===== src/hw/pwd_pkg.sv =====
// Package: register map, fields, reset values and timing for the port watchdog block
package pwd_pkg;
    localparam logic [7:0] ADDR_GLOBAL_PUSHBUTTONS = 8'h1A;
    localparam logic [7:0] ADDR_IDENTIFICATION     = 8'h1B;
    localparam logic [7:0] ADDR_HW_FLAG_TWO_EVENT  = 8'h1C;
    localparam logic [7:0] ADDR_WATCHDOG_COUNT     = 8'h1E;
    localparam logic [7:0] ADDR_SWITCH_MODE        = 8'h1F;
    localparam logic [7:0] ADDR_DETECTION_PROGRAM  = 8'h23;
    localparam logic [7:0] ADDR_HIGH_POWER_SETTING = 8'h24;
    localparam logic [7:0] ADDR_MISC_CONFIG_TWO    = 8'h29;

    localparam int BIT_INT_CLEAR      = 7;
    localparam int BIT_CHIP_RESET     = 4;
    localparam int BIT_WATCHDOG_EN    = 7;
    localparam int BIT_HW_FLAG_IRQ_EN = 6;
    localparam int BIT_LARGE_CAP      = 5;
    localparam int BIT_DETECT_BYPASS  = 4;
    localparam int BIT_OSC_IGNORE     = 3;

    localparam logic [7:0] RST_HW_FLAG_TWO_EVENT  = 8'h00;
    localparam logic [7:0] RST_WATCHDOG_COUNT     = 8'h00;
    localparam logic [7:0] RST_SWITCH_MODE        = 8'h00;
    localparam logic [7:0] RST_DETECTION_PROGRAM  = 8'h04;
    localparam logic [7:0] RST_HIGH_POWER_SETTING = 8'h00;
    localparam logic [7:0] RST_MISC_CONFIG_TWO    = 8'h00;

    // Writable bit masks; reserved bits read as zero
    localparam logic [7:0] MASK_SWITCH_MODE        = 8'hCF;
    localparam logic [7:0] MASK_DETECTION_PROGRAM  = 8'h3F;
    localparam logic [7:0] MASK_HIGH_POWER_SETTING = 8'h70;
    localparam logic [7:0] MASK_MISC_CONFIG_TWO    = 8'h03;

    localparam logic [1:0] MODE_SHUTDOWN = 2'h0;
    localparam logic [1:0] MODE_MANUAL   = 2'h1;
    localparam logic [1:0] MODE_AUTO     = 2'h3;

    localparam int CLOCK_HZ             = 100_000_000;
    localparam int WD_TICK_MS           = 164;
    localparam int WD_TICK_CYCLES       = CLOCK_HZ / 1000 * WD_TICK_MS;
    localparam int CLASS_GAP_US         = 21300;
    localparam int CLASS_GAP_CYCLES     = CLOCK_HZ / 1_000_000 * CLASS_GAP_US;
    localparam int CLASS_REPEATS        = 3;

    typedef enum logic [1:0] {
        PWD_CL_IDLE = 2'b00,
        PWD_CL_RUN  = 2'b01,
        PWD_CL_HOLD = 2'b10
    } pwd_class_state_t;
endpackage


===== src/hw/pwd_watchdog_regs.sv =====
// Watchdog, pushbutton strobes and configuration registers of a four-port power controller
//
// Summary of operation
// Writing one to bit 7 of pushbuttons clears all pending interrupts.
// Writing one to bit 4 of pushbuttons resets the whole device.
// Pushbutton bits 0 to 3 reset ports 1 to 4 individually.
// Port reset removes power, clears that port's status; strobes self-clear.
// Interrupt clear clears events and interrupt bits; soft reset restores map.
// Identification register is read-only: part code 7:3, revision 2:0.
// Two-event enable runs classification three times, 21.3ms apart.
// Between repeated classifications the port is held near -9V.
// Two-event enable honoured only in auto or semi-automatic mode.
// Hardware-control flag sets when watchdog reaches zero.
// Flag also sets on each refused power-on under hardware control.
// Hardware-control flags clear when their register is read.
// Watchdog enable bit 7 starts count; decrements every 164ms.
// Software must rewrite a nonzero count before zero to avoid expiry.
// On expiry each port goes to auto (11) or shutdown (00).
// Under hardware control, power-on requests are ignored.
// Under hardware control, software cannot change port mode.
// With bit 6 of switch mode set, any flag raises an interrupt.
// Large-capacitor enable lets detection accept loads up to 150uF.
// AC threshold field N sets comparator to 226.68uA plus 28.33N.
// Bypass clear refuses undetected auto power-on; set allows it.
// Oscillator-fail ignore bit masks the oscillator-failure flag.
// Class 4, 5 or 6 discovery loads high-power default into current limit.
// Scaling field lowers current limit to hold power at higher supply.
// Scaling codes: 00 default, 01 -5%, 10 -10%, 11 -15%.
// Watchdog count stops at zero, expires once, resumes on nonzero write.
`timescale 1ns/100ps
module pwd_watchdog_regs #(
    parameter int          NUM_PORTS        = 4,
    parameter logic [4:0]  PART_CODE        = 5'h0A,  // Arbitrary value
    parameter logic [2:0]  REVISION_CODE    = 3'h1,   // Arbitrary value
    parameter int          WD_TICK_CYCLES   = pwd_pkg::WD_TICK_CYCLES,
    parameter int          CLASS_GAP_CYCLES = pwd_pkg::CLASS_GAP_CYCLES
) (
    input  wire logic                   clk,
    input  wire logic                   reset_n,
    input  wire logic [7:0]             reg_addr,
    input  wire logic                   reg_write,
    input  wire logic                   reg_read,
    input  wire logic [7:0]             reg_wdata,
    output logic      [7:0]             reg_rdata,
    input  wire logic [NUM_PORTS*2-1:0] sw_mode_write_data,
    input  wire logic [NUM_PORTS-1:0]   sw_mode_write,
    input  wire logic [NUM_PORTS-1:0]   sw_power_on_req,
    input  wire logic [NUM_PORTS-1:0]   class_request,
    input  wire logic [NUM_PORTS-1:0]   class_done,
    input  wire logic [NUM_PORTS-1:0]   class_high_found,
    input  wire logic                   oscillator_failure_flag,
    input  wire logic [NUM_PORTS-1:0]   detection_skipped,
    output logic      [NUM_PORTS*2-1:0] port_mode,
    output logic      [NUM_PORTS-1:0]   power_on_grant,
    output logic      [NUM_PORTS-1:0]   port_soft_reset,
    output logic                        interrupt_clear_strobe,
    output logic                        hw_flag_irq,
    output logic                        hw_controlled,
    output logic      [NUM_PORTS-1:0]   class_cycle_start,
    output logic      [NUM_PORTS-1:0]   class_hold_mid_level,
    output logic                        large_cap_detect_enable,
    output logic      [2:0]             ac_disconnect_threshold,
    output logic                        detect_bypass_allow,
    output logic                        oscillator_failure_flag_effective,
    output logic      [NUM_PORTS*3-1:0] current_limit_select,
    output logic      [NUM_PORTS-1:0]   current_limit_load,
    output logic      [1:0]             current_limit_scale,
    output logic      [6:0]             current_limit_percent
);
    logic [NUM_PORTS-1:0] two_event_class_enable;
    logic [NUM_PORTS-1:0] hw_control_flag;
    logic [7:0]           watchdog_count;
    logic [7:0]           switch_mode;
    logic [7:0]           detection_program;
    logic [7:0]           high_power_setting;
    logic [7:0]           misc_config_two;
    logic                 chip_soft_reset;
    logic [31:0]          wd_tick_cnt;
    logic                 wd_tick;
    logic                 wd_expire;
    logic                 wr_pb;
    logic                 rd_flags;

    assign wr_pb    = reg_write && reg_addr == pwd_pkg::ADDR_GLOBAL_PUSHBUTTONS;
    assign rd_flags = reg_read && reg_addr == pwd_pkg::ADDR_HW_FLAG_TWO_EVENT;
    assign hw_controlled = |hw_control_flag || wd_expire;

    // Strobes are one-cycle pulses, so they return to zero without software
    always_ff @(posedge clk or negedge reset_n) begin
        if (!reset_n) begin
            interrupt_clear_strobe <= 1'b0;
            chip_soft_reset        <= 1'b0;
            port_soft_reset        <= '0;
        end else begin
            interrupt_clear_strobe <= wr_pb && reg_wdata[pwd_pkg::BIT_INT_CLEAR];
            chip_soft_reset        <= wr_pb && reg_wdata[pwd_pkg::BIT_CHIP_RESET];
            port_soft_reset        <= wr_pb ? reg_wdata[NUM_PORTS-1:0] : '0;
        end
    end

    // Configuration registers; soft reset restores the whole map
    always_ff @(posedge clk or negedge reset_n) begin
        if (!reset_n) begin
            two_event_class_enable <= pwd_pkg::RST_HW_FLAG_TWO_EVENT[7:4];
            switch_mode            <= pwd_pkg::RST_SWITCH_MODE;
            detection_program      <= pwd_pkg::RST_DETECTION_PROGRAM;
            high_power_setting     <= pwd_pkg::RST_HIGH_POWER_SETTING;
            misc_config_two        <= pwd_pkg::RST_MISC_CONFIG_TWO;
        end else if (chip_soft_reset) begin
            two_event_class_enable <= pwd_pkg::RST_HW_FLAG_TWO_EVENT[7:4];
            switch_mode            <= pwd_pkg::RST_SWITCH_MODE;
            detection_program      <= pwd_pkg::RST_DETECTION_PROGRAM;
            high_power_setting     <= pwd_pkg::RST_HIGH_POWER_SETTING;
            misc_config_two        <= pwd_pkg::RST_MISC_CONFIG_TWO;
        end else if (reg_write) begin
            unique case (reg_addr)
                pwd_pkg::ADDR_HW_FLAG_TWO_EVENT:  two_event_class_enable <= reg_wdata[7:4];
                pwd_pkg::ADDR_SWITCH_MODE:        switch_mode <= reg_wdata & pwd_pkg::MASK_SWITCH_MODE;
                pwd_pkg::ADDR_DETECTION_PROGRAM:
                    detection_program <= reg_wdata & pwd_pkg::MASK_DETECTION_PROGRAM;
                pwd_pkg::ADDR_HIGH_POWER_SETTING:
                    high_power_setting <= reg_wdata & pwd_pkg::MASK_HIGH_POWER_SETTING;
                pwd_pkg::ADDR_MISC_CONFIG_TWO:
                    misc_config_two <= reg_wdata & pwd_pkg::MASK_MISC_CONFIG_TWO;
                default: ;
            endcase
        end
    end

    // Watchdog tick prescaler, free running only while enabled
    always_ff @(posedge clk or negedge reset_n) begin
        if (!reset_n) begin
            wd_tick_cnt <= '0;
        end else if (chip_soft_reset || !switch_mode[pwd_pkg::BIT_WATCHDOG_EN]) begin
            wd_tick_cnt <= '0;
        end else if (wd_tick) begin
            wd_tick_cnt <= '0;
        end else begin
            wd_tick_cnt <= wd_tick_cnt + 32'd1;
        end
    end
    assign wd_tick = wd_tick_cnt == 32'(WD_TICK_CYCLES - 1);

    // Count holds at zero; a software write of nonzero restarts it
    always_ff @(posedge clk or negedge reset_n) begin
        if (!reset_n) begin
            watchdog_count <= pwd_pkg::RST_WATCHDOG_COUNT;
            wd_expire      <= 1'b0;
        end else if (chip_soft_reset) begin
            watchdog_count <= pwd_pkg::RST_WATCHDOG_COUNT;
            wd_expire      <= 1'b0;
        end else begin
            wd_expire <= 1'b0;
            if (reg_write && reg_addr == pwd_pkg::ADDR_WATCHDOG_COUNT) begin
                watchdog_count <= reg_wdata;
            end else if (wd_tick && watchdog_count != 8'h00) begin
                watchdog_count <= watchdog_count - 8'h01;
                wd_expire      <= watchdog_count == 8'h01;
            end
        end
    end

    // Flags: hardware set wins over clear-on-read
    always_ff @(posedge clk or negedge reset_n) begin
        if (!reset_n) begin
            hw_control_flag <= '0;
        end else if (chip_soft_reset) begin
            hw_control_flag <= '0;
        end else begin
            for (int p = 0; p < NUM_PORTS; p++) begin
                if (wd_expire || (|hw_control_flag && sw_power_on_req[p])) begin
                    hw_control_flag[p] <= 1'b1;
                end else if (rd_flags) begin
                    hw_control_flag[p] <= 1'b0;
                end
            end
        end
    end
    assign hw_flag_irq = switch_mode[pwd_pkg::BIT_HW_FLAG_IRQ_EN] && |hw_control_flag;

    // Port mode: expiry forces mode; software locked out under hardware control
    always_ff @(posedge clk or negedge reset_n) begin
        if (!reset_n) begin
            port_mode <= '0;
        end else if (chip_soft_reset) begin
            port_mode <= '0;
        end else begin
            for (int p = 0; p < NUM_PORTS; p++) begin
                if (wd_expire) begin
                    port_mode[p*2 +: 2] <= switch_mode[p] ? pwd_pkg::MODE_AUTO : pwd_pkg::MODE_SHUTDOWN;
                end else if (sw_mode_write[p] && !hw_controlled) begin
                    port_mode[p*2 +: 2] <= sw_mode_write_data[p*2 +: 2];
                end
            end
        end
    end

    // Power-on grant; a reset port, or missing detection in auto mode with bypass clear, refuses it
    always_comb begin
        for (int p = 0; p < NUM_PORTS; p++) begin
            power_on_grant[p] = sw_power_on_req[p] && !hw_controlled && !port_soft_reset[p]
                && !(detection_skipped[p] && port_mode[p*2 +: 2] == pwd_pkg::MODE_AUTO
                     && !detection_program[pwd_pkg::BIT_DETECT_BYPASS]);
        end
    end

    // Two-event classification sequencer, one per port
    for (genvar g = 0; g < NUM_PORTS; g++) begin : g_class
        pwd_pkg::pwd_class_state_t state;
        logic [31:0]               gap_cnt;
        logic [1:0]                runs;
        logic                      mode_ok;
        assign mode_ok = port_mode[g*2 +: 2] != pwd_pkg::MODE_MANUAL
                      && port_mode[g*2 +: 2] != pwd_pkg::MODE_SHUTDOWN;
        always_ff @(posedge clk or negedge reset_n) begin
            if (!reset_n) begin
                state             <= pwd_pkg::PWD_CL_IDLE;
                gap_cnt           <= '0;
                runs              <= '0;
                class_cycle_start[g] <= 1'b0;
            end else if (chip_soft_reset || port_soft_reset[g]) begin
                state             <= pwd_pkg::PWD_CL_IDLE;
                gap_cnt           <= '0;
                runs              <= '0;
                class_cycle_start[g] <= 1'b0;
            end else begin
                class_cycle_start[g] <= 1'b0;
                unique case (state)
                    pwd_pkg::PWD_CL_IDLE: begin
                        if (class_request[g]) begin
                            class_cycle_start[g] <= 1'b1;
                            runs  <= 2'd1;
                            state <= pwd_pkg::PWD_CL_RUN;
                        end
                    end
                    pwd_pkg::PWD_CL_RUN: begin
                        if (class_done[g]) begin
                            if (two_event_class_enable[g] && mode_ok
                                && runs < 2'(pwd_pkg::CLASS_REPEATS)) begin
                                gap_cnt <= '0;
                                state   <= pwd_pkg::PWD_CL_HOLD;
                            end else begin
                                state <= pwd_pkg::PWD_CL_IDLE;
                            end
                        end
                    end
                    pwd_pkg::PWD_CL_HOLD: begin
                        if (gap_cnt == 32'(CLASS_GAP_CYCLES - 1)) begin
                            class_cycle_start[g] <= 1'b1;
                            runs  <= runs + 2'd1;
                            state <= pwd_pkg::PWD_CL_RUN;
                        end else begin
                            gap_cnt <= gap_cnt + 32'd1;
                        end
                    end
                    default: state <= pwd_pkg::PWD_CL_IDLE;
                endcase
            end
        end
        assign class_hold_mid_level[g] = state == pwd_pkg::PWD_CL_HOLD;

        // High-power default loaded into the current-limit selection
        always_ff @(posedge clk or negedge reset_n) begin
            if (!reset_n) begin
                current_limit_select[g*3 +: 3] <= 3'h0;
                current_limit_load[g]          <= 1'b0;
            end else if (chip_soft_reset || port_soft_reset[g]) begin
                current_limit_select[g*3 +: 3] <= 3'h0;
                current_limit_load[g]          <= 1'b0;
            end else begin
                current_limit_load[g] <= class_high_found[g];
                if (class_high_found[g]) begin
                    current_limit_select[g*3 +: 3] <= high_power_setting[6:4];
                end
            end
        end
    end

    assign large_cap_detect_enable = detection_program[pwd_pkg::BIT_LARGE_CAP];
    // Analog side forms 226.68uA + 28.33uA x N from this code
    assign ac_disconnect_threshold = detection_program[2:0];
    assign detect_bypass_allow     = detection_program[pwd_pkg::BIT_DETECT_BYPASS];
    assign oscillator_failure_flag_effective      = oscillator_failure_flag
                                   && !detection_program[pwd_pkg::BIT_OSC_IGNORE];
    assign current_limit_scale     = misc_config_two[1:0];

    // Percentage of the default current limit left after scaling
    always_comb begin
        unique case (misc_config_two[1:0])
            2'h0: current_limit_percent = 7'd100;
            2'h1: current_limit_percent = 7'd95;
            2'h2: current_limit_percent = 7'd90;
            2'h3: current_limit_percent = 7'd85;
        endcase
    end

    // Read mux; pushbuttons are write-only and read zero
    always_comb begin
        unique case (reg_addr)
            pwd_pkg::ADDR_IDENTIFICATION:     reg_rdata = {PART_CODE, REVISION_CODE};
            pwd_pkg::ADDR_HW_FLAG_TWO_EVENT:  reg_rdata = {two_event_class_enable, hw_control_flag};
            pwd_pkg::ADDR_WATCHDOG_COUNT:     reg_rdata = watchdog_count;
            pwd_pkg::ADDR_SWITCH_MODE:        reg_rdata = switch_mode;
            pwd_pkg::ADDR_DETECTION_PROGRAM:  reg_rdata = detection_program;
            pwd_pkg::ADDR_HIGH_POWER_SETTING: reg_rdata = high_power_setting;
            pwd_pkg::ADDR_MISC_CONFIG_TWO:    reg_rdata = misc_config_two;
            default:                          reg_rdata = 8'h00;
        endcase
    end
endmodule


===== config.mk =====
export PLATFORM = sky130hd
export DESIGN_NAME = pwd_watchdog_regs
export DESIGN_NICKNAME = d
export VERILOG_FILES = /design/src/hw/pwd_pkg.sv /design/src/hw/pwd_watchdog_regs.sv
export SDC_FILE = /design/constraint.sdc
export NUM_CORES = 1
export LEC_CHECK = 0
export ABC_CLOCK_PERIOD_IN_PS = 5300
export BUFFER_PORTS_ARGS = -buffer_cell sky130_fd_sc_hd__clkbuf_2
export CORE_MARGIN = 3
export CORE_UTILIZATION = 55
export CTS_CLUSTER_DIAMETER = 100
export DETAILED_ROUTE_END_ITERATION = 8
export GPL_TIMING_DRIVEN = 0
export HOLD_SLACK_MARGIN = 0.06
export PLACE_DENSITY_LB_ADDON = 0.08
export SKIP_LAST_GASP = 1
export SYNTH_ARGS = -nofsm -noshare
export SYNTH_HDL_FRONTEND = slang
export SYNTH_SLANG_ARGS = --single-unit

===== constraint.sdc =====
create_clock -name clk -period 5.3 [get_ports clk]
set_clock_uncertainty 0.05 [all_clocks]
set_input_delay 0.53 -clock clk [delete_from_list [all_inputs] [get_ports clk]]
set_output_delay 0.53 -clock clk [all_outputs]
set_load 0.01 [all_outputs]

==> impl_results.md <==
- Status: complete, no violations
- Number of antenna violations at the first check in global routing: 1
- Core area: 24400 um2
- Initial Utilization: 0.563
- DR WL/cell: 19.6 um
- P_int: 3340 uW
- Net count, final: 1709
- Worst-margin pin slew: 1.03 ns
- Asr flop ratio synth: 1.00
- Commonest non-fill, non-tap cells in the layout: 243 x dfrtp_1, 137 x nor2_1, 122 x nand2_1
- Worst EP required: 4.72 ns
- Mapped Nets: 1562
- DR iter-0 viols: 1192
- Drt first pass iters: 8
- CTS Buf Count: 27
- CP max stage delay: 0.64 ns
- Post-route cell area: 15700 um2
- Post-CTS setup repair buffer count: 0
- I/O Buffers: 114
- VDD IR max: 0.225 mV
- Filler cells: 2149
- WHS: 0.245 ns
- Die W: 164 um
- Pre-CTS setup slack: 2.22 ns
- Most common cell after layout, fill and taps aside: dfrtp_1
- Yosys reg bits: 244
- Via count: 12800
- Tot GR Track Use: 0.293
- Pin count of the biggest net entering global routing: 101
- Maximum clock rate: 293 MHz
- Final hold vios: 0
- Root Buffer: clkbuf_16
- Total Wirelength: 38900 um
- Combinational share of power: 0.085
- Sink Count: 244
- Placed cell area: 14800 um2
- Post-DR vias/cell: 6.43
- CP max stage cell: nor2_1
- Post-CTS Hold Buffers: 1
- EDFF count, synth: 0
- Clk Latency, worst-skew pair: 0.53 ns
- Die Area: 26900 um2
- M1 WL: 17300 um
- Highest Signal Layer: met4
- Crit path max fanout: 6
- Final GP Congestion: 0.963
- CP Launch Type: register
- Max-slew headroom: 0.304
- Post-synth cell types: 80
- Row Count: 57
- Switching pwr: 1120 uW
- Main synth FF type: dfrtp_1
- GR Overflow Total: 0
- Ant. Diodes: 0
- Power Density: 284 nW/um2
- Fraction of layout cells with a size suffix above 1: 0.128
- RSZ-0062 raised after global routing: no
- FF+latch area: 6110 um2
- CTS tree: yes
- First-pass GRT wire length: 64300 um
- Dpl hpwl: 28000 um
- Max Slew Vio Count: 0
- Final setup margin: 1.88 ns
- Combined area of the multi-input logic cells: 7150 um2
- CP endpoint kind: output port
- Flop pwr share: 0.467
- DRC violations left: 0
- Largest delay contributor family on the critical path: simple AND/OR/NAND/NOR gates
- Sequential-to-total area share from yosys stat: 0.445
- Final setup fails: 0
- Die height: 164 um
- Post-synthesis cell count: 1493
- Crit Path Category: reg -> out
- Avg Cell Area, Syn: 9.19 um2
- Cell chain of the critical path: or4_1 > clkbuf_1 > nor2_1 > and4b_1 > clkbuf_2
- Min-Delay Path Class: in -> reg
- Final Cycle Share: 0.644
- PostCTS Resize Cnt: 0
- Ys Warns: 0
- Number of buffers and inverters on the critical path: 2
- Largest cells by area after synthesis: dfrtp_1 44%, nor2_1 3.7%, nand3_1 3.5%, nand2_1 3.3%, nand4_1 2.8%
- Antenna Nets Post-Route: 0
- Synth area leader: dfrtp_1
- Yosys top cell area share: 0.443
- Max_cap viols: 0
- Metal3 WL: 2830 um
- Longest Clk Path Bufs: 3
- Clock power share: 0.448
- Area grow syn2layout: 14.7%
- Leakage: 0.00696 uW
- Arrival time at the worst endpoint: 2.84 ns
- Metal2 WL: 17700 um
- Number of H-tree levels: 1
- Net Sw Frac: 0.252
- Mapped cell area: 13700 um2
- Clock slew seen by the registers of the worst setup and hold paths: 0.06 ns
- I/O pin count: 119
- Tmin final: 3.42 ns
- Post-layout util: 0.646
- Vias in the first global route: 12300
## layer usage
layer,GRT usage,vias to the layer above
met5,0,-
met4,0.0865,0
met1,0.417,6236
met3,0.0477,70
li1,-,5950
met2,0.466,496
## area by class of cell
class	count	area share
clock inverter	12	0.0108
inverter	38	0.00906
timing repair buffer	118	0.0416
buffer	76	0.0214
tap	324	0.0257
clock buffer	37	0.0497
multi-input combinational	1135	0.454
sequential	244	0.388
## sequential cells by signal, summed over array words and instances, names as in the netlist, 4 cells and up
name and flops:
port_soft_reset 4, current_limit_select 12, g_class.runs 8, g_class.gap_cnt 128
watchdog_count 8, switch_mode 6, current_limit_load 4, two_event_class_enable 4
wd_tick_cnt 32, class_cycle_start 4, hw_control_flag 4, detection_program 6
g_class.state 8, port_mode 8
## worst reg2reg max path, stage by stage (launching register included)
cell	delay, ns
dfrtp_1	0.59
clkbuf_1	0.59
nor2_1	0.32
o21ai_0	0.25
clkbuf_1	0.46
clkbuf_1	0.52
nor2_1	0.12
## metrics by stage
stage / setup TNS, ns / std cells / power, uW
after detailed placement: 0 / 1934 / 2490
final: 0 / 1984 / 4470
after global placement: -344.67 / 1931 / 2470
after floorplan: 0 / 1493 / 2300
after global routing: 0 / 1984 / 4640
after CTS: 0 / 1984 / 4490
## logic make-up (layout without fill, tap and decap cells)
group           after synthesis  after routing  synth area share
xor+xnor                     55             55            0.0351
mux                          25             25            0.0183
compound gates              306            306             0.152
simple gates                732            732             0.300
flops                       244            244             0.445
other cells                   1              1          0.000273
buf+inv                     114            281            0.0349
fa+ha+maj                    16             16            0.0146
## synth_stat cells, types with 8 or more instances
cell and n:
a211o_1 14, buf_2 8, o21ai_0 49, clkbuf_1 53
and2_1 21, nand4b_1 10, nor4b_1 13, nor4_1 52
o21ai_1 8, nand2_1 122, a22o_1 8, o211ai_1 32
nor2_1 137, a211oi_1 11, dfrtp_1 243, xnor2_1 18
a21oi_1 74, nand2b_1 9, nor3_1 33, a22oi_1 13
and3_1 34, mux2i_1 24, o31ai_1 17, or3_1 34
and4_1 26, or4_1 36, o211a_1 10, nand3_1 95
inv_1 38, xor2_1 37, and4b_1 8, nand4_1 62
ha_1 16
## power by group through the flow
| stage | Sequential (uW) | Clock (uW) | Combinational [uW] |
|---|---|---|---|
| floorplan | 2080 | 0 | 220 |
| global placement | 2110 | 0 | 362 |
| detailed placement | 2110 | 0 | 378 |
| CTS | 2080 | 2030 | 381 |
| global route | 2100 | 2110 | 430 |
| finish | 2090 | 2000 | 379 |
## final timing paths
path                       cells after the start  slack, ns               start                endpoint
setup / recovery                               5       1.88  hw_control_flag[1]       power_on_grant[2]
hold / removal                                 3       0.25  sw_power_on_req[1]      hw_control_flag[1]
setup reg to reg                               6       2.27     chip_soft_reset   g_class[3].gap_cnt[7]
hold reg to reg                                1       0.45  g_class[3].runs[0]      g_class[3].runs[0]
max in group asynchronous                      4       3.44             reset_n     g_class[1].state[0]
min in group asynchronous                      2       0.48             reset_n  g_class[3].gap_cnt[18]
(Power assumes the default switching activity.)
